### src/mra_pkg.sv
// package: constants for the modem register access block
// assumes: 32-bit AHB-Lite register bus, 10 MHz hclk
package mra_pkg;
	// register byte offsets
	localparam logic [7:0] MRA_HCR_OFS = 8'h00;
	localparam logic [7:0] MRA_HSR_OFS = 8'h04;
	localparam logic [7:0] MRA_STAT_OFS = 8'h08;
	localparam logic [7:0] MRA_DET_OFS = 8'h0c;
	localparam logic [7:0] MRA_MREG_OFS = 8'h20;
	localparam logic [7:0] MRA_MREG_END = 8'h3c;
	// handshake_control_reg fields
	localparam int MRA_HCR_DTR = 0;
	localparam int MRA_HCR_RTS = 1;
	localparam int MRA_HCR_AUX = 3;
	localparam int MRA_HCR_W = 5;
	localparam logic [4:0] MRA_HCR_RST = 5'h00;
	// handshake_status_reg fields
	localparam int MRA_HSR_CTS = 4;
	localparam int MRA_HSR_DSR = 5;
	localparam int MRA_HSR_RI = 6;
	localparam int MRA_HSR_DCD = 7;
	// status register fields
	localparam int MRA_ST_SINGLE = 0;
	localparam int MRA_ST_MIRQ = 1;
	localparam int MRA_ST_UIRQ = 2;
	localparam int MRA_ST_ADDR = 4;
	localparam int MRA_ST_CS = 8;
	localparam int MRA_ST_PRST = 9;
	// modem register bank
	localparam int MRA_NREG = 8;
	localparam int MRA_DW = 8;
	localparam logic [2:0] MRA_DET_IDX = 3'h1;
	localparam logic [7:0] MRA_MREG_RST = 8'h00;
	// serial bit count per transfer
	localparam logic [3:0] MRA_NBITS = 4'h8;
	// synchronised pin vector layout
	localparam int MRA_P_MODE = 0;
	localparam int MRA_P_ALS = 1;
	localparam int MRA_P_HADDR = 2;
	localparam int MRA_P_CS = 6;
	localparam int MRA_P_CTS = 7;
	localparam int MRA_P_DSR = 8;
	localparam int MRA_P_DCD = 9;
	localparam int MRA_P_RI = 10;
	localparam int MRA_P_SCLK = 11;
	localparam int MRA_P_RD = 12;
	localparam int MRA_P_WR = 13;
	localparam int MRA_P_DIN = 14;
	localparam int MRA_P_MA = 15;
	localparam int MRA_P_DRST = 17;
	localparam int MRA_NPIN = 18;
	localparam logic [17:0] MRA_PIN_RST = 18'h03f83;
endpackage

### src/mra_ser_if.sv
// interface: serial command port events and data between top and engine
// assumes: all signals on hclk, pin inputs already synchronised
`timescale 1ns/100ps
interface mra_ser_if;
	logic sclk_fall;
	logic rd_act;
	logic rd_fall;
	logic wr_rise;
	logic din;
	logic [7:0] rdata;
	logic [7:0] wdata;
	logic we;
	logic rd_start;
	logic dout;
	modport top (output sclk_fall, rd_act, rd_fall, wr_rise, din, rdata,
		input wdata, we, rd_start, dout);
	modport eng (input sclk_fall, rd_act, rd_fall, wr_rise, din, rdata,
		output wdata, we, rd_start, dout);
endinterface

### src/mra_ser_eng.sv
// serial command port shift engine: byte in on write, byte out on read
// assumes: events are one-cycle pulses on hclk, gated by ce
`timescale 1ns/100ps
module mra_ser_eng (
	input wire logic hclk,
	input wire logic hresetn,
	input wire logic ce,
	mra_ser_if.eng s
);
	import mra_pkg::*;
	logic [7:0] sh_q;
	logic [3:0] cnt_q;
	logic rd_act_q;
	logic rd_end;

	// a finished read leaves the counter full; the next write needs it at zero
	always_ff @(posedge hclk or negedge hresetn) begin
		if (!hresetn) begin
			rd_act_q <= 1'b0;
		end else if (ce) begin
			rd_act_q <= s.rd_act;
		end
	end

	assign rd_end = rd_act_q && !s.rd_act;

	always_ff @(posedge hclk or negedge hresetn) begin
		if (!hresetn) begin
			sh_q <= 8'h00;
		end else if (ce) begin
			if (s.rd_fall) begin
				sh_q <= s.rdata;
			end else if (s.sclk_fall && cnt_q < MRA_NBITS) begin
				if (s.rd_act) begin
					sh_q <= {1'b0, sh_q[7:1]};
				end else begin
					sh_q <= {s.din, sh_q[7:1]};
				end
			end
		end
	end

	always_ff @(posedge hclk or negedge hresetn) begin
		if (!hresetn) begin
			cnt_q <= 4'h0;
		end else if (ce) begin
			if (s.rd_fall || s.wr_rise || rd_end) begin
				cnt_q <= 4'h0;
			end else if (s.sclk_fall && cnt_q < MRA_NBITS) begin
				cnt_q <= cnt_q + 4'h1;
			end
		end
	end

	assign s.wdata = sh_q;
	assign s.we = s.wr_rise && ce;
	assign s.rd_start = s.rd_fall && ce;
	assign s.dout = sh_q[0];
endmodule

### src/mra_top.sv
// modem register access ports: single-port latch/handshake and dual-port
// serial command port, with an AHB-Lite register slave
// assumes: pins are asynchronous to hclk; uart_irq_in and
// modem_detect_flags come from logic on hclk
//
// Overview of operation
// - mode select high gives single-port mode, low gives serial dual-port mode
// - single-port: the host bus configures both UART and modem registers
// - address bits and chip select latch on strobe rising edge
// - bank bit 0 selects UART registers, 1 selects modem registers
// - status bits are complements of active-low handshake input pins
// - active-low DTR and RTS outputs follow control register bits
// - data pin is output while read strobe low, input otherwise
// - serial data shifts on falling edge of the bit clock
// - shifted byte written into addressed register on write strobe rise
// - read strobe low starts read; eight bits out LSB first
// - no read data driven unless read strobe active
// - dual-port: modem interrupt asserts when any detect flag changes
// - modem interrupt holds until detect register read or reset
// - processor reset out is reset input or aux bit D3
// - dual-port: fourth host address pin becomes third modem address line
// - single-port: UART interrupt also asserts on modem interrupt
//
// Decided for this implementation: the address map and the AHB-Lite register port.
`timescale 1ns/100ps
module mra_top (
	input wire logic hclk,
	input wire logic hresetn,
	input wire logic ce,
	input wire logic hsel,
	input wire logic [31:0] haddr,
	input wire logic [1:0] htrans,
	input wire logic hwrite,
	input wire logic [2:0] hsize,
	input wire logic [31:0] hwdata,
	input wire logic hready,
	output logic hreadyout,
	output logic hresp,
	output logic [31:0] hrdata,
	input wire logic port_mode_select,
	input wire logic addr_latch_strobe_n,
	input wire logic [3:0] host_reg_addr,
	input wire logic chip_select_two_n,
	input wire logic cts_n,
	input wire logic dsr_n,
	input wire logic dcd_n,
	input wire logic ri_n,
	output logic dtr_n,
	output logic rts_n,
	output logic bank_select_addr,
	output logic [2:0] host_reg_sel,
	output logic host_chip_sel,
	input wire logic serial_bit_clock,
	input wire logic rd_n,
	input wire logic wr_n,
	input wire logic [1:0] modem_reg_addr,
	input wire logic ser_data_i,
	output logic ser_data_o,
	output logic ser_data_oe_n,
	input wire logic device_reset_in,
	input wire logic uart_irq_in,
	input wire logic [7:0] modem_detect_flags,
	output logic uart_irq_out,
	output logic modem_irq_out,
	output logic processor_reset_out
);
	import mra_pkg::*;

	logic [MRA_NPIN-1:0] pin_raw;
	logic [MRA_NPIN-1:0] pin_s1_q;
	logic [MRA_NPIN-1:0] pin_s2_q;
	logic [MRA_NPIN-1:0] pin_s3_q;
	logic single;
	logic als_rise;
	logic sclk_fall;
	logic rd_fall;
	logic wr_rise;
	logic [2:0] maddr;
	logic [3:0] lat_addr_q;
	logic lat_cs_q;
	logic [MRA_HCR_W-1:0] hcr_q;
	logic [MRA_DW-1:0] mreg_q [MRA_NREG];
	logic [7:0] det_q;
	logic mirq_q;
	logic det_clr;
	logic [7:0] hsr;
	logic [7:0] ser_rdata;
	logic ap_take;
	logic dp_wr_q;
	logic [7:0] dp_addr_q;
	logic [31:0] rd_d;
	logic [31:0] hrdata_q;
	logic mreg_hit;
	logic [2:0] mreg_idx;
	logic det_rd;
	mra_ser_if ser ();

	// two-flop synchronisers for every pin input
	assign pin_raw = {device_reset_in, modem_reg_addr, ser_data_i, wr_n, rd_n,
		serial_bit_clock, ri_n, dcd_n, dsr_n, cts_n, chip_select_two_n,
		host_reg_addr, addr_latch_strobe_n, port_mode_select};

	always_ff @(posedge hclk or negedge hresetn) begin
		if (!hresetn) begin
			pin_s1_q <= MRA_PIN_RST;
			pin_s2_q <= MRA_PIN_RST;
			pin_s3_q <= MRA_PIN_RST;
		end else if (ce) begin
			pin_s1_q <= pin_raw;
			pin_s2_q <= pin_s1_q;
			pin_s3_q <= pin_s2_q;
		end
	end

	assign single = pin_s2_q[MRA_P_MODE];
	assign als_rise = pin_s2_q[MRA_P_ALS] && !pin_s3_q[MRA_P_ALS];
	assign sclk_fall = !pin_s2_q[MRA_P_SCLK] && pin_s3_q[MRA_P_SCLK];
	assign rd_fall = !single && !pin_s2_q[MRA_P_RD] && pin_s3_q[MRA_P_RD];
	assign wr_rise = !single && pin_s2_q[MRA_P_WR] && !pin_s3_q[MRA_P_WR];
	// fourth host address pin serves as the top modem address line
	assign maddr = {pin_s2_q[MRA_P_HADDR+3], pin_s2_q[MRA_P_MA+1:MRA_P_MA]};

	// single-port address and chip select latch
	always_ff @(posedge hclk or negedge hresetn) begin
		if (!hresetn) begin
			lat_addr_q <= 4'h0;
			lat_cs_q <= 1'b0;
		end else if (ce && single && als_rise) begin
			lat_addr_q <= pin_s2_q[MRA_P_HADDR+3:MRA_P_HADDR];
			lat_cs_q <= !pin_s2_q[MRA_P_CS];
		end
	end

	assign bank_select_addr = lat_addr_q[3];
	assign host_reg_sel = lat_addr_q[2:0];
	assign host_chip_sel = lat_cs_q && single;

	// handshake status mirrors inverted pins
	always_comb begin
		hsr = 8'h00;
		if (single) begin
			hsr[MRA_HSR_CTS] = !pin_s2_q[MRA_P_CTS];
			hsr[MRA_HSR_DSR] = !pin_s2_q[MRA_P_DSR];
			hsr[MRA_HSR_RI] = !pin_s2_q[MRA_P_RI];
			hsr[MRA_HSR_DCD] = !pin_s2_q[MRA_P_DCD];
		end
	end

	// handshake lines are released in dual-port mode
	always_ff @(posedge hclk or negedge hresetn) begin
		if (!hresetn) begin
			dtr_n <= 1'b1;
			rts_n <= 1'b1;
		end else if (ce) begin
			dtr_n <= !(single && hcr_q[MRA_HCR_DTR]);
			rts_n <= !(single && hcr_q[MRA_HCR_RTS]);
		end
	end

	// ahb-lite slave: zero wait states, always okay
	assign ap_take = hsel && hready && htrans[1];
	assign mreg_hit = dp_addr_q >= MRA_MREG_OFS && dp_addr_q <= MRA_MREG_END;
	assign mreg_idx = dp_addr_q[4:2];

	always_ff @(posedge hclk or negedge hresetn) begin
		if (!hresetn) begin
			dp_wr_q <= 1'b0;
			dp_addr_q <= 8'h00;
		end else if (ce) begin
			if (hready) begin
				dp_wr_q <= ap_take && hwrite && hsize == 3'h2;
				dp_addr_q <= haddr[7:0];
			end
		end
	end

	always_comb begin
		rd_d = 32'h0000_0000;
		det_rd = 1'b0;
		case (haddr[7:0])
			MRA_HCR_OFS: rd_d[MRA_HCR_W-1:0] = hcr_q;
			MRA_HSR_OFS: rd_d[7:0] = hsr;
			MRA_STAT_OFS: begin
				rd_d[MRA_ST_SINGLE] = single;
				rd_d[MRA_ST_MIRQ] = mirq_q;
				rd_d[MRA_ST_UIRQ] = uart_irq_out;
				rd_d[MRA_ST_ADDR+3:MRA_ST_ADDR] = lat_addr_q;
				rd_d[MRA_ST_CS] = lat_cs_q;
				rd_d[MRA_ST_PRST] = processor_reset_out;
			end
			MRA_DET_OFS: begin
				rd_d[7:0] = det_q;
				det_rd = 1'b1;
			end
			default: begin
				if (haddr[7:0] >= MRA_MREG_OFS && haddr[7:0] <= MRA_MREG_END) begin
					if (haddr[4:2] == MRA_DET_IDX) begin
						rd_d[7:0] = det_q;
						det_rd = 1'b1;
					end else begin
						rd_d[7:0] = mreg_q[haddr[4:2]];
					end
				end
			end
		endcase
	end

	always_ff @(posedge hclk or negedge hresetn) begin
		if (!hresetn) begin
			hrdata_q <= 32'h0000_0000;
		end else if (ce && ap_take && !hwrite) begin
			hrdata_q <= rd_d;
		end
	end

	assign hrdata = hrdata_q;
	assign hreadyout = 1'b1;
	assign hresp = 1'b0;

	always_ff @(posedge hclk or negedge hresetn) begin
		if (!hresetn) begin
			hcr_q <= MRA_HCR_RST;
		end else if (ce && dp_wr_q && dp_addr_q == MRA_HCR_OFS) begin
			hcr_q <= hwdata[MRA_HCR_W-1:0];
		end
	end

	// modem register bank: host bus or serial port writes
	always_ff @(posedge hclk or negedge hresetn) begin
		if (!hresetn) begin
			for (int i = 0; i < MRA_NREG; i++) begin
				mreg_q[i] <= MRA_MREG_RST;
			end
		end else if (ce) begin
			if (ser.we && !single) begin
				mreg_q[maddr] <= ser.wdata;
			end else if (dp_wr_q && mreg_hit) begin
				mreg_q[mreg_idx] <= hwdata[7:0];
			end
		end
	end

	// detect flags and sticky modem interrupt
	assign det_clr = (ser.rd_start && !single && maddr == MRA_DET_IDX)
		|| (ce && ap_take && !hwrite && det_rd);

	always_ff @(posedge hclk or negedge hresetn) begin
		if (!hresetn) begin
			det_q <= 8'h00;
			mirq_q <= 1'b0;
		end else if (ce) begin
			det_q <= modem_detect_flags;
			if (det_q != modem_detect_flags) begin
				mirq_q <= 1'b1;
			end else if (det_clr) begin
				mirq_q <= 1'b0;
			end
		end
	end

	assign modem_irq_out = mirq_q && !single;
	assign uart_irq_out = uart_irq_in || (mirq_q && single);

	always_ff @(posedge hclk or negedge hresetn) begin
		if (!hresetn) begin
			processor_reset_out <= 1'b1;
		end else if (ce) begin
			processor_reset_out <= pin_s2_q[MRA_P_DRST]
				|| hcr_q[MRA_HCR_AUX];
		end
	end

	// serial command port
	assign ser_rdata = maddr == MRA_DET_IDX ? det_q : mreg_q[maddr];
	assign ser.sclk_fall = sclk_fall && !single;
	assign ser.rd_act = !pin_s2_q[MRA_P_RD];
	assign ser.rd_fall = rd_fall;
	assign ser.wr_rise = wr_rise;
	assign ser.din = pin_s2_q[MRA_P_DIN];
	assign ser.rdata = ser_rdata;

	mra_ser_eng u_eng (
		.hclk(hclk),
		.hresetn(hresetn),
		.ce(ce),
		.s(ser)
	);

	always_ff @(posedge hclk or negedge hresetn) begin
		if (!hresetn) begin
			ser_data_oe_n <= 1'b1;
			ser_data_o <= 1'b0;
		end else if (ce) begin
			ser_data_oe_n <= !(!single && !pin_s2_q[MRA_P_RD]);
			ser_data_o <= ser.dout && !single && !pin_s2_q[MRA_P_RD];
		end
	end
endmodule

### config.mk
export PLATFORM = sky130hd
export DESIGN_NAME = mra_top
export DESIGN_NICKNAME = d
export VERILOG_FILES = /design/src/mra_pkg.sv /design/src/mra_ser_if.sv /design/src/mra_ser_eng.sv /design/src/mra_top.sv
export SDC_FILE = /design/constraint.sdc
export NUM_CORES = 1
export LEC_CHECK = 0
export BUFFER_PORTS_ARGS = -buffer_cell sky130_fd_sc_hd__buf_4
export CORE_MARGIN = 4
export CORE_UTILIZATION = 45
export CTS_CLUSTER_DIAMETER = 50
export DETAILED_ROUTE_END_ITERATION = 16
export PLACE_DENSITY = 0.64
export SLEW_MARGIN = 30
export SYNTH_ARGS = -nofsm -noshare
export SYNTH_HDL_FRONTEND = slang
export SYNTH_SLANG_ARGS = --single-unit
### constraint.sdc
create_clock -name hclk -period 2.15 [get_ports hclk]
set_input_delay 0.3225 -clock hclk [delete_from_list [all_inputs] [get_ports hclk]]
set_output_delay 0.3225 -clock hclk [all_outputs]
set_load 0.1 [all_outputs]
== After elaboration in Yosys (flattened, before gate mapping) ==
Index checks and enable logic that the tools add are counted.

* Flip-flop bits (word level): 170
* Bits of input ports: 102
* Output and inout bits: 46
* Logic and storage cells: 150

* Add/subtract/negate cells: 1
* Order comparisons: 10
* Equal/unequal tests: 7
* Muxes and demuxes: 33
* Bitwise logic cells: 3
* Reductions and logical operators: 69

{| class="wikitable"
|+ Operators by type and width
! kind !! number
|-
| 64-bit bitwise mux || 2
|-
| 64-bit 2-to-1 mux || 2
|-
| 8-bit 2-to-1 mux || 12
|-
| 8-bit binary-select mux with 3-bit select || 2
|-
| 8-bit demux with 3-bit select || 2
|-
| 1-bit logical AND || 37
|-
| 3-bit case mux with 4 select lines || 2
|-
| 8-bit by 4-bit == test with 1-bit output (second input constant) || 2
|-
| 8-bit by 6-bit greater-or-equal comparator with 1-bit output (second input constant) || 2
|-
| 8-bit by 6-bit less-or-equal comparator with 1-bit output (second input constant) || 2
|-
| 8-bit logical NOT || 2
|-
| 1-bit logical NOT || 14
|-
| 4-bit greater-or-equal comparator (second input constant) || 3
|-
| 4-bit 2-to-1 mux || 3
|-
| 3-bit inverter with 4-bit output || 3
|-
| 2-bit AND reduction || 5
|-
| 8-bit by 3-bit == test with 1-bit output (second input constant) || 1
|-
| 4-bit by 1-bit less-than comparator with 1-bit output (second input constant) || 2
|-
| 8-bit != test || 1
|-
| 2-bit nonzero test || 4
|-
| 3-bit by 1-bit == test with 1-bit output (second input constant) || 2
|-
| 1-bit logical OR || 5
|-
| 4-bit by 1-bit adder with 4-bit output (second input constant) || 1
|-
| 4-bit less-than comparator (second input constant) || 1
|-
| 8 further kinds || 11
|}

== Depth between registers and ports, before layout ==
* Word-level depth: 9
* Gate-level depth with buffers: 7
* Depth with buffers taken out: 4

== By module ==
A second synthesis with hierarchy kept.

* Cells, all modules: 667
* Area total of the unflattened synthesis: 8355.5 µm²

{| class="wikitable"
|+ By module, submodules not included
! module !! times used !! cells an instance !! area an instance (µm²) !! seq. area each (µm²)
|-
| mra_top || 1 || 607 || 7608.5 || 3510.9
|-
| mra_ser_eng || 1 || 60 || 747.0 || 325.3
|}

== Least setup slack after synthesis ==
OpenSTA, ideal clock, no wires.

* Path kind: reg-to-output
* Start: reg pin_s2_q[0]
* End: out modem_irq_out
* Arrival time: 2.017 ns
* Required time: 1.827 ns
* Setup slack: -0.190 ns
* Cell stages (with the launch flop): 4
* Buffers on the path: 2
* Cells stage by stage: dfstp_2 -> buf_4 -> clkbuf_1 -> nor2b_1

* Cells in the longest elaborated chain, start to end: 2

{| class="wikitable"
|+ Ends and longest elaborated chain
! item !! line !! RTL
|-
| from (decl) || mra_top.sv:71 || <nowiki>logic [MRA_NPIN-1:0] pin_s2_q;</nowiki>
|-
| from (signal assigned) || mra_top.sv:110 || <nowiki>pin_s2_q <= pin_s1_q;</nowiki>
|-
| 1-bit logical NOT || mra_top.sv:261 || <nowiki>assign modem_irq_out = mirq_q && !single;</nowiki>
|-
| 1-bit logical AND || mra_top.sv:261 ||
|-
| to (decl) || mra_top.sv:64 || <nowiki>output logic modem_irq_out,</nowiki>
|}

Every way passes these cells.

== Worst setup path in the final report ==
* Start: reg pin_s2_q[13]
* End: reg mreg_q[17] (netlist name)

* Cells in the longest elaborated chain, start to end: 6
* Elaborated cells between the ends (all ways): 7
* Classes of those cells: mux (1); reduce/logical (6)

{| class="wikitable"
|+ Ends and longest elaborated chain
! item !! line !! RTL
|-
| 1-bit logical AND (*) (2 in series) || mra_top.sv:119 || <nowiki>assign wr_rise = !single && pin_s2_q[MRA_P_WR] && !pin_s3_q[MRA_P_WR];</nowiki>
|-
| 1-bit logical AND (*) || mra_ser_eng.sv:56 || <nowiki>assign s.we = s.wr_rise && ce;</nowiki>
|-
| 1-bit logical AND (*) || mra_top.sv:235 || <nowiki>if (ser.we && !single) begin</nowiki>
|-
| 2-bit nonzero test (no line) || -- ||
|-
| 2-bit AND reduction (no line) || -- ||
|-
| to (signal, indexed assignment) || mra_top.sv:236 || <nowiki>mreg_q[maddr] <= ser.wdata;</nowiki>
|-
| to (signal, indexed assignment) || mra_top.sv:238 || <nowiki>mreg_q[mreg_idx] <= hwdata[7:0];</nowiki>
|-
| to (decl) || mra_top.sv:82 || <nowiki>logic [MRA_DW-1:0] mreg_q [MRA_NREG];</nowiki>
|}

Every way passes the cells marked *; elsewhere a longest branch is shown, timed or not.
A chain may end at the register's enable or synchronous reset.

==> flow_metrics.py <==
metrics = {
    "layout": {
        "nNetsFinal": 905,
        "final_util_pct": 54.3,
        "drive_gt1_share_pct": 35.5,
        "n_antenna_cell": 0,
        "finalNonFillerCells": 1044,
        "layout-area-overhead-vs-synth_pct": 17.0,
    },
    "synth": {
        "synth.most_common_cell": "dfrtp_1",
        "synth_common_cells": "126 x dfrtp_1, 66 x mux2_2, 38 x o2bb2ai_1",
        "mappedNetlistArea_um2": 8450,
        "synth_top_area_share_pct": 37.3,
        "synth_cells": 725,
        "ys.flop_type": "dfrtp_1",
        "synth.distinct_cells": 72,
        "yosys.area.top_type": "dfrtp_1",
        "synth.area.top_cells": "dfrtp_1 37%, mux2_2 8.8%, dfstp_2 8.1%, mux4_2 4.3%, o2bb2ai_1 3.9%",
        "synthArstFlopShare_pct": 100,
        "ys_seq_area_share_pct": 45.4,
        "synth_edf_count": 0,
        "ys_seq_elements": 152,
        "ys_warn_count": 0,
        "avgSynthCellArea_um2": 11.7,
    },
    "clocking": {
        "postCtsSetupRepairBufs": 0,
        "clk-insertion-delay-late_ns": 0.43,
        "numCtsBuffers": 17,
        "clk_path_buf_depth": 2,
        "cts_tree": "yes",
        "htree_levels": 4,
        "clk_pin_slew_worst_paths_ns": 0.07,
        "cts_root_buffer": "clkbuf_16",
        "clock_sinks": 152,
    },
    "timing": {
        "hold_violations": 0,
        "final.setup.tns_ns": 0,
        "max_freq_mhz": 482,
        "finalSetupViolations": 0,
        "rsz0062_at_grt": "no",
        "period_share_pct": 96.4,
        "tightest_slew_ns": 0.585,
        "fin_crit_ns": 2.07,
        "max_slew_margin_pct": 61.0,
        "fin_ws_ns": 0.0774,
        "drv_slew": 0,
        "finClkSkew_ns": 0.0113,
    },
    "power_and_ir_drop": {
        "finalPower_mw": 10.3,
        "powerDensity_nw_per_um2": 1050,
        "clockPowerShare_pct": 28.6,
        "p_sw_mw": 3.96,
        "p_seq_share_pct": 42.8,
        "pwr-share-comb_pct": 28.6,
        "p_leak_nw": 4.25,
        "swShare_pct": 38.3,
        "vdd_drop_max_v": 0.000630,
        "internal-power_mw": 6.38,
    },
    "critical_path": {
        "reg2reg_to": "mreg_q[17]$_DFFE_PN0P_",
        "r2r_setup_slack_ns": 0.08,
        "critical_path_class": "reg -> reg",
        "reg2reg_from": "pin_s2_q[13]$_DFFE_PN1P_",
        "end_kind": "flip-flop",
        "arrival_ns": 2.39,
        "worstPathMaxFanout": 9,
        "required_ns": 2.47,
        "r2r_cells": 5,
        "startpoint_type": "flip-flop",
        "cp-startpoint": "pin_s2_q[13]$_DFFE_PN1P_",
    },
    "run_status": {
        "outcome": "complete, no violations",
    },
    "route": {
        "postRouteAntennaNets": 0,
        "drc": 0,
        "vias": 6501,
        "first_pass_iters": 5,
        "wire_per_inst_um": 22.9,
        "vias_per_cell": 6.23,
        "drtIter0Drc": 438,
        "drt_wl_total_um": 23900,
    },
    "global_routing": {
        "grt_pass1_vias": 6562,
        "overflow": 0,
        "antenna_found_initial": 0,
        "grt_use_total_pct": 22.5,
        "grt_max_degree": 51,
        "grt_pass1_wl_um": 37700,
    },
    "floorplan": {
        "die_area_um2": 21000,
        "initial_utilization_pct": 46.4,
        "die_y_um": 145,
        "rows": 49,
        "ioPinCount": 148,
        "dieWidth_um": 145,
        "core-area_um2": 18200,
    },
    "hold_path": {
        "min_path_type": "in -> reg",
        "min-delay-start": "ri_n",
        "whs_path_depth": 2,
        "whs_endpoint": "pin_s1_q[10]$_DFFE_PN1P_",
    },
    "place": {
        "io_buffers": 74,
        "dpl.hpwl_um": 17800,
        "place_ws_ns": 0.0327,
        "dp.cells": 1011,
        "place_congestion": 0.983,
    },
    "run": {
        "maxCapViolations": 0,
    },
}
-- worst max-delay path by stage --
stage	to	cells after the start	slack, ns
2_1_floorplan	host_chip_sel	3	0.13
3_3_place_gp	mreg_q[19]$_DFFE_PN0P_	5	0.09
3_5_place_dp	mreg_q[17]$_DFFE_PN0P_	5	0.03
4_1_cts	mreg_q[17]$_DFFE_PN0P_	5	0.02
5_1_grt	mreg_q[17]$_DFFE_PN0P_	5	0.02
6_report	mreg_q[17]$_DFFE_PN0P_	5	0.08
-- power by group through the flow --
stage	clock, mW	combinational (mW)	sequential (mW)
3_3_place_gp	0	2.89	4.40
6_report	2.96	2.96	4.42
3_5_place_dp	0	2.96	4.44
5_1_grt	3.15	3.15	4.50
4_1_cts	3.01	2.97	4.40
2_1_floorplan	0	1.98	4.45
-- layer usage --
| layer | track usage, % | share of wire (%) | vias to the layer above |
|---|---|---|---|
| li1 | - | - | 2862 |
| met2 | 35.0 | 46 | 295 |
| met1 | 31.5 | 43 | 3296 |
| met3 | 4.74 | 7.8 | 48 |
| met4 | 8.08 | 2.8 | 0 |
| met5 | 0 | 0 | - |
-- metrics by stage --
stage	instance area, um^2	hold slack [ns]
after global placement	9310	0.288
final	9890	0.125
after detailed placement	9310	0.302
after global routing	9890	0.101
after floorplan	8540	0.0269
after CTS	9890	0.105
-- sequential cells by signal (all words and copies together) (netlist names), 4 cells and up --
name and flops:
u_eng.s.wdata 8, pin_s3_q 4, mreg_q 56, dp_addr_q 8
det_q 8, pin_s1_q 18, pin_s2_q 18, u_eng.cnt_q 4
lat_addr_q 4, hcr_q 5, hrdata 10
-- layout by cell type, fill, tap and decap left out, drive strengths merged, types with 4 or more instances in the layout --
master	netlist	final
mux2	72	72
a221oi	4	4
clkbuf	24	17
a221o	23	23
nor4	7	7
o22ai	5	5
nand3	8	8
o21ai	21	21
o2bb2ai	38	38
a2bb2oi	6	6
o21bai	4	4
conb	2	24
mux2i	32	32
nand3b	4	4
and3	7	7
or3b	4	4
nand2b	6	6
nand4	4	4
a31oi	5	5
a21oi	17	17
a22oi	33	33
nor3	8	8
buf	64	123
and2	17	17
nand2	34	34
nor3b	4	4
a211oi	4	4
xor2	9	9
dfrtp	126	126
dfstp	26	26
mux4	16	16
and3b	4	4
nor2b	13	13
a22o	9	9
nor2	28	28
inv	5	18
-- cell type report --
cell class,instances,area [um^2]
fill,1554,8320
multi-input combinational,502,4190
sequential,152,3840
timing repair buffer,124,987
clock buffer,17,425
tap,229,287
clock inverter,15,146
inverter,5,18.8
-- worst max-delay path, stage by stage (launching register included) --
cell      delay, ns
dfstp_2        0.56
and4bb_1       0.42
and2_2         0.34
a21o_1         0.12
buf_4          0.20
mux2_4         0.32
-- logic make-up (layout without fill, tap and decap cells) --
| logic type | after synthesis | count (layout) | share of synthesized area, % |
|---|---|---|---|
| AOI/OAI and AO/OA | 186 | 186 | 17.4 |
| xor gates and xnor gates | 10 | 10 | 1.04 |
| adders and majority gates | 1 | 1 | 0.148 |
| buffers and inverters | 93 | 161 | 6.07 |
| DFF | 152 | 152 | 45.4 |
| muxes | 120 | 120 | 17.9 |
| other | 2 | 24 | 0.0889 |
| and+or+nand+nor | 161 | 161 | 12.0 |
-- what timing repair did --
item,in CTS,in global routing
endpoints found under the setup margin,0,6
endpoints found under the hold margin,29,0
gates resized for setup,0,1
hold buffers,1,0
(Power assumes the default switching activity.)
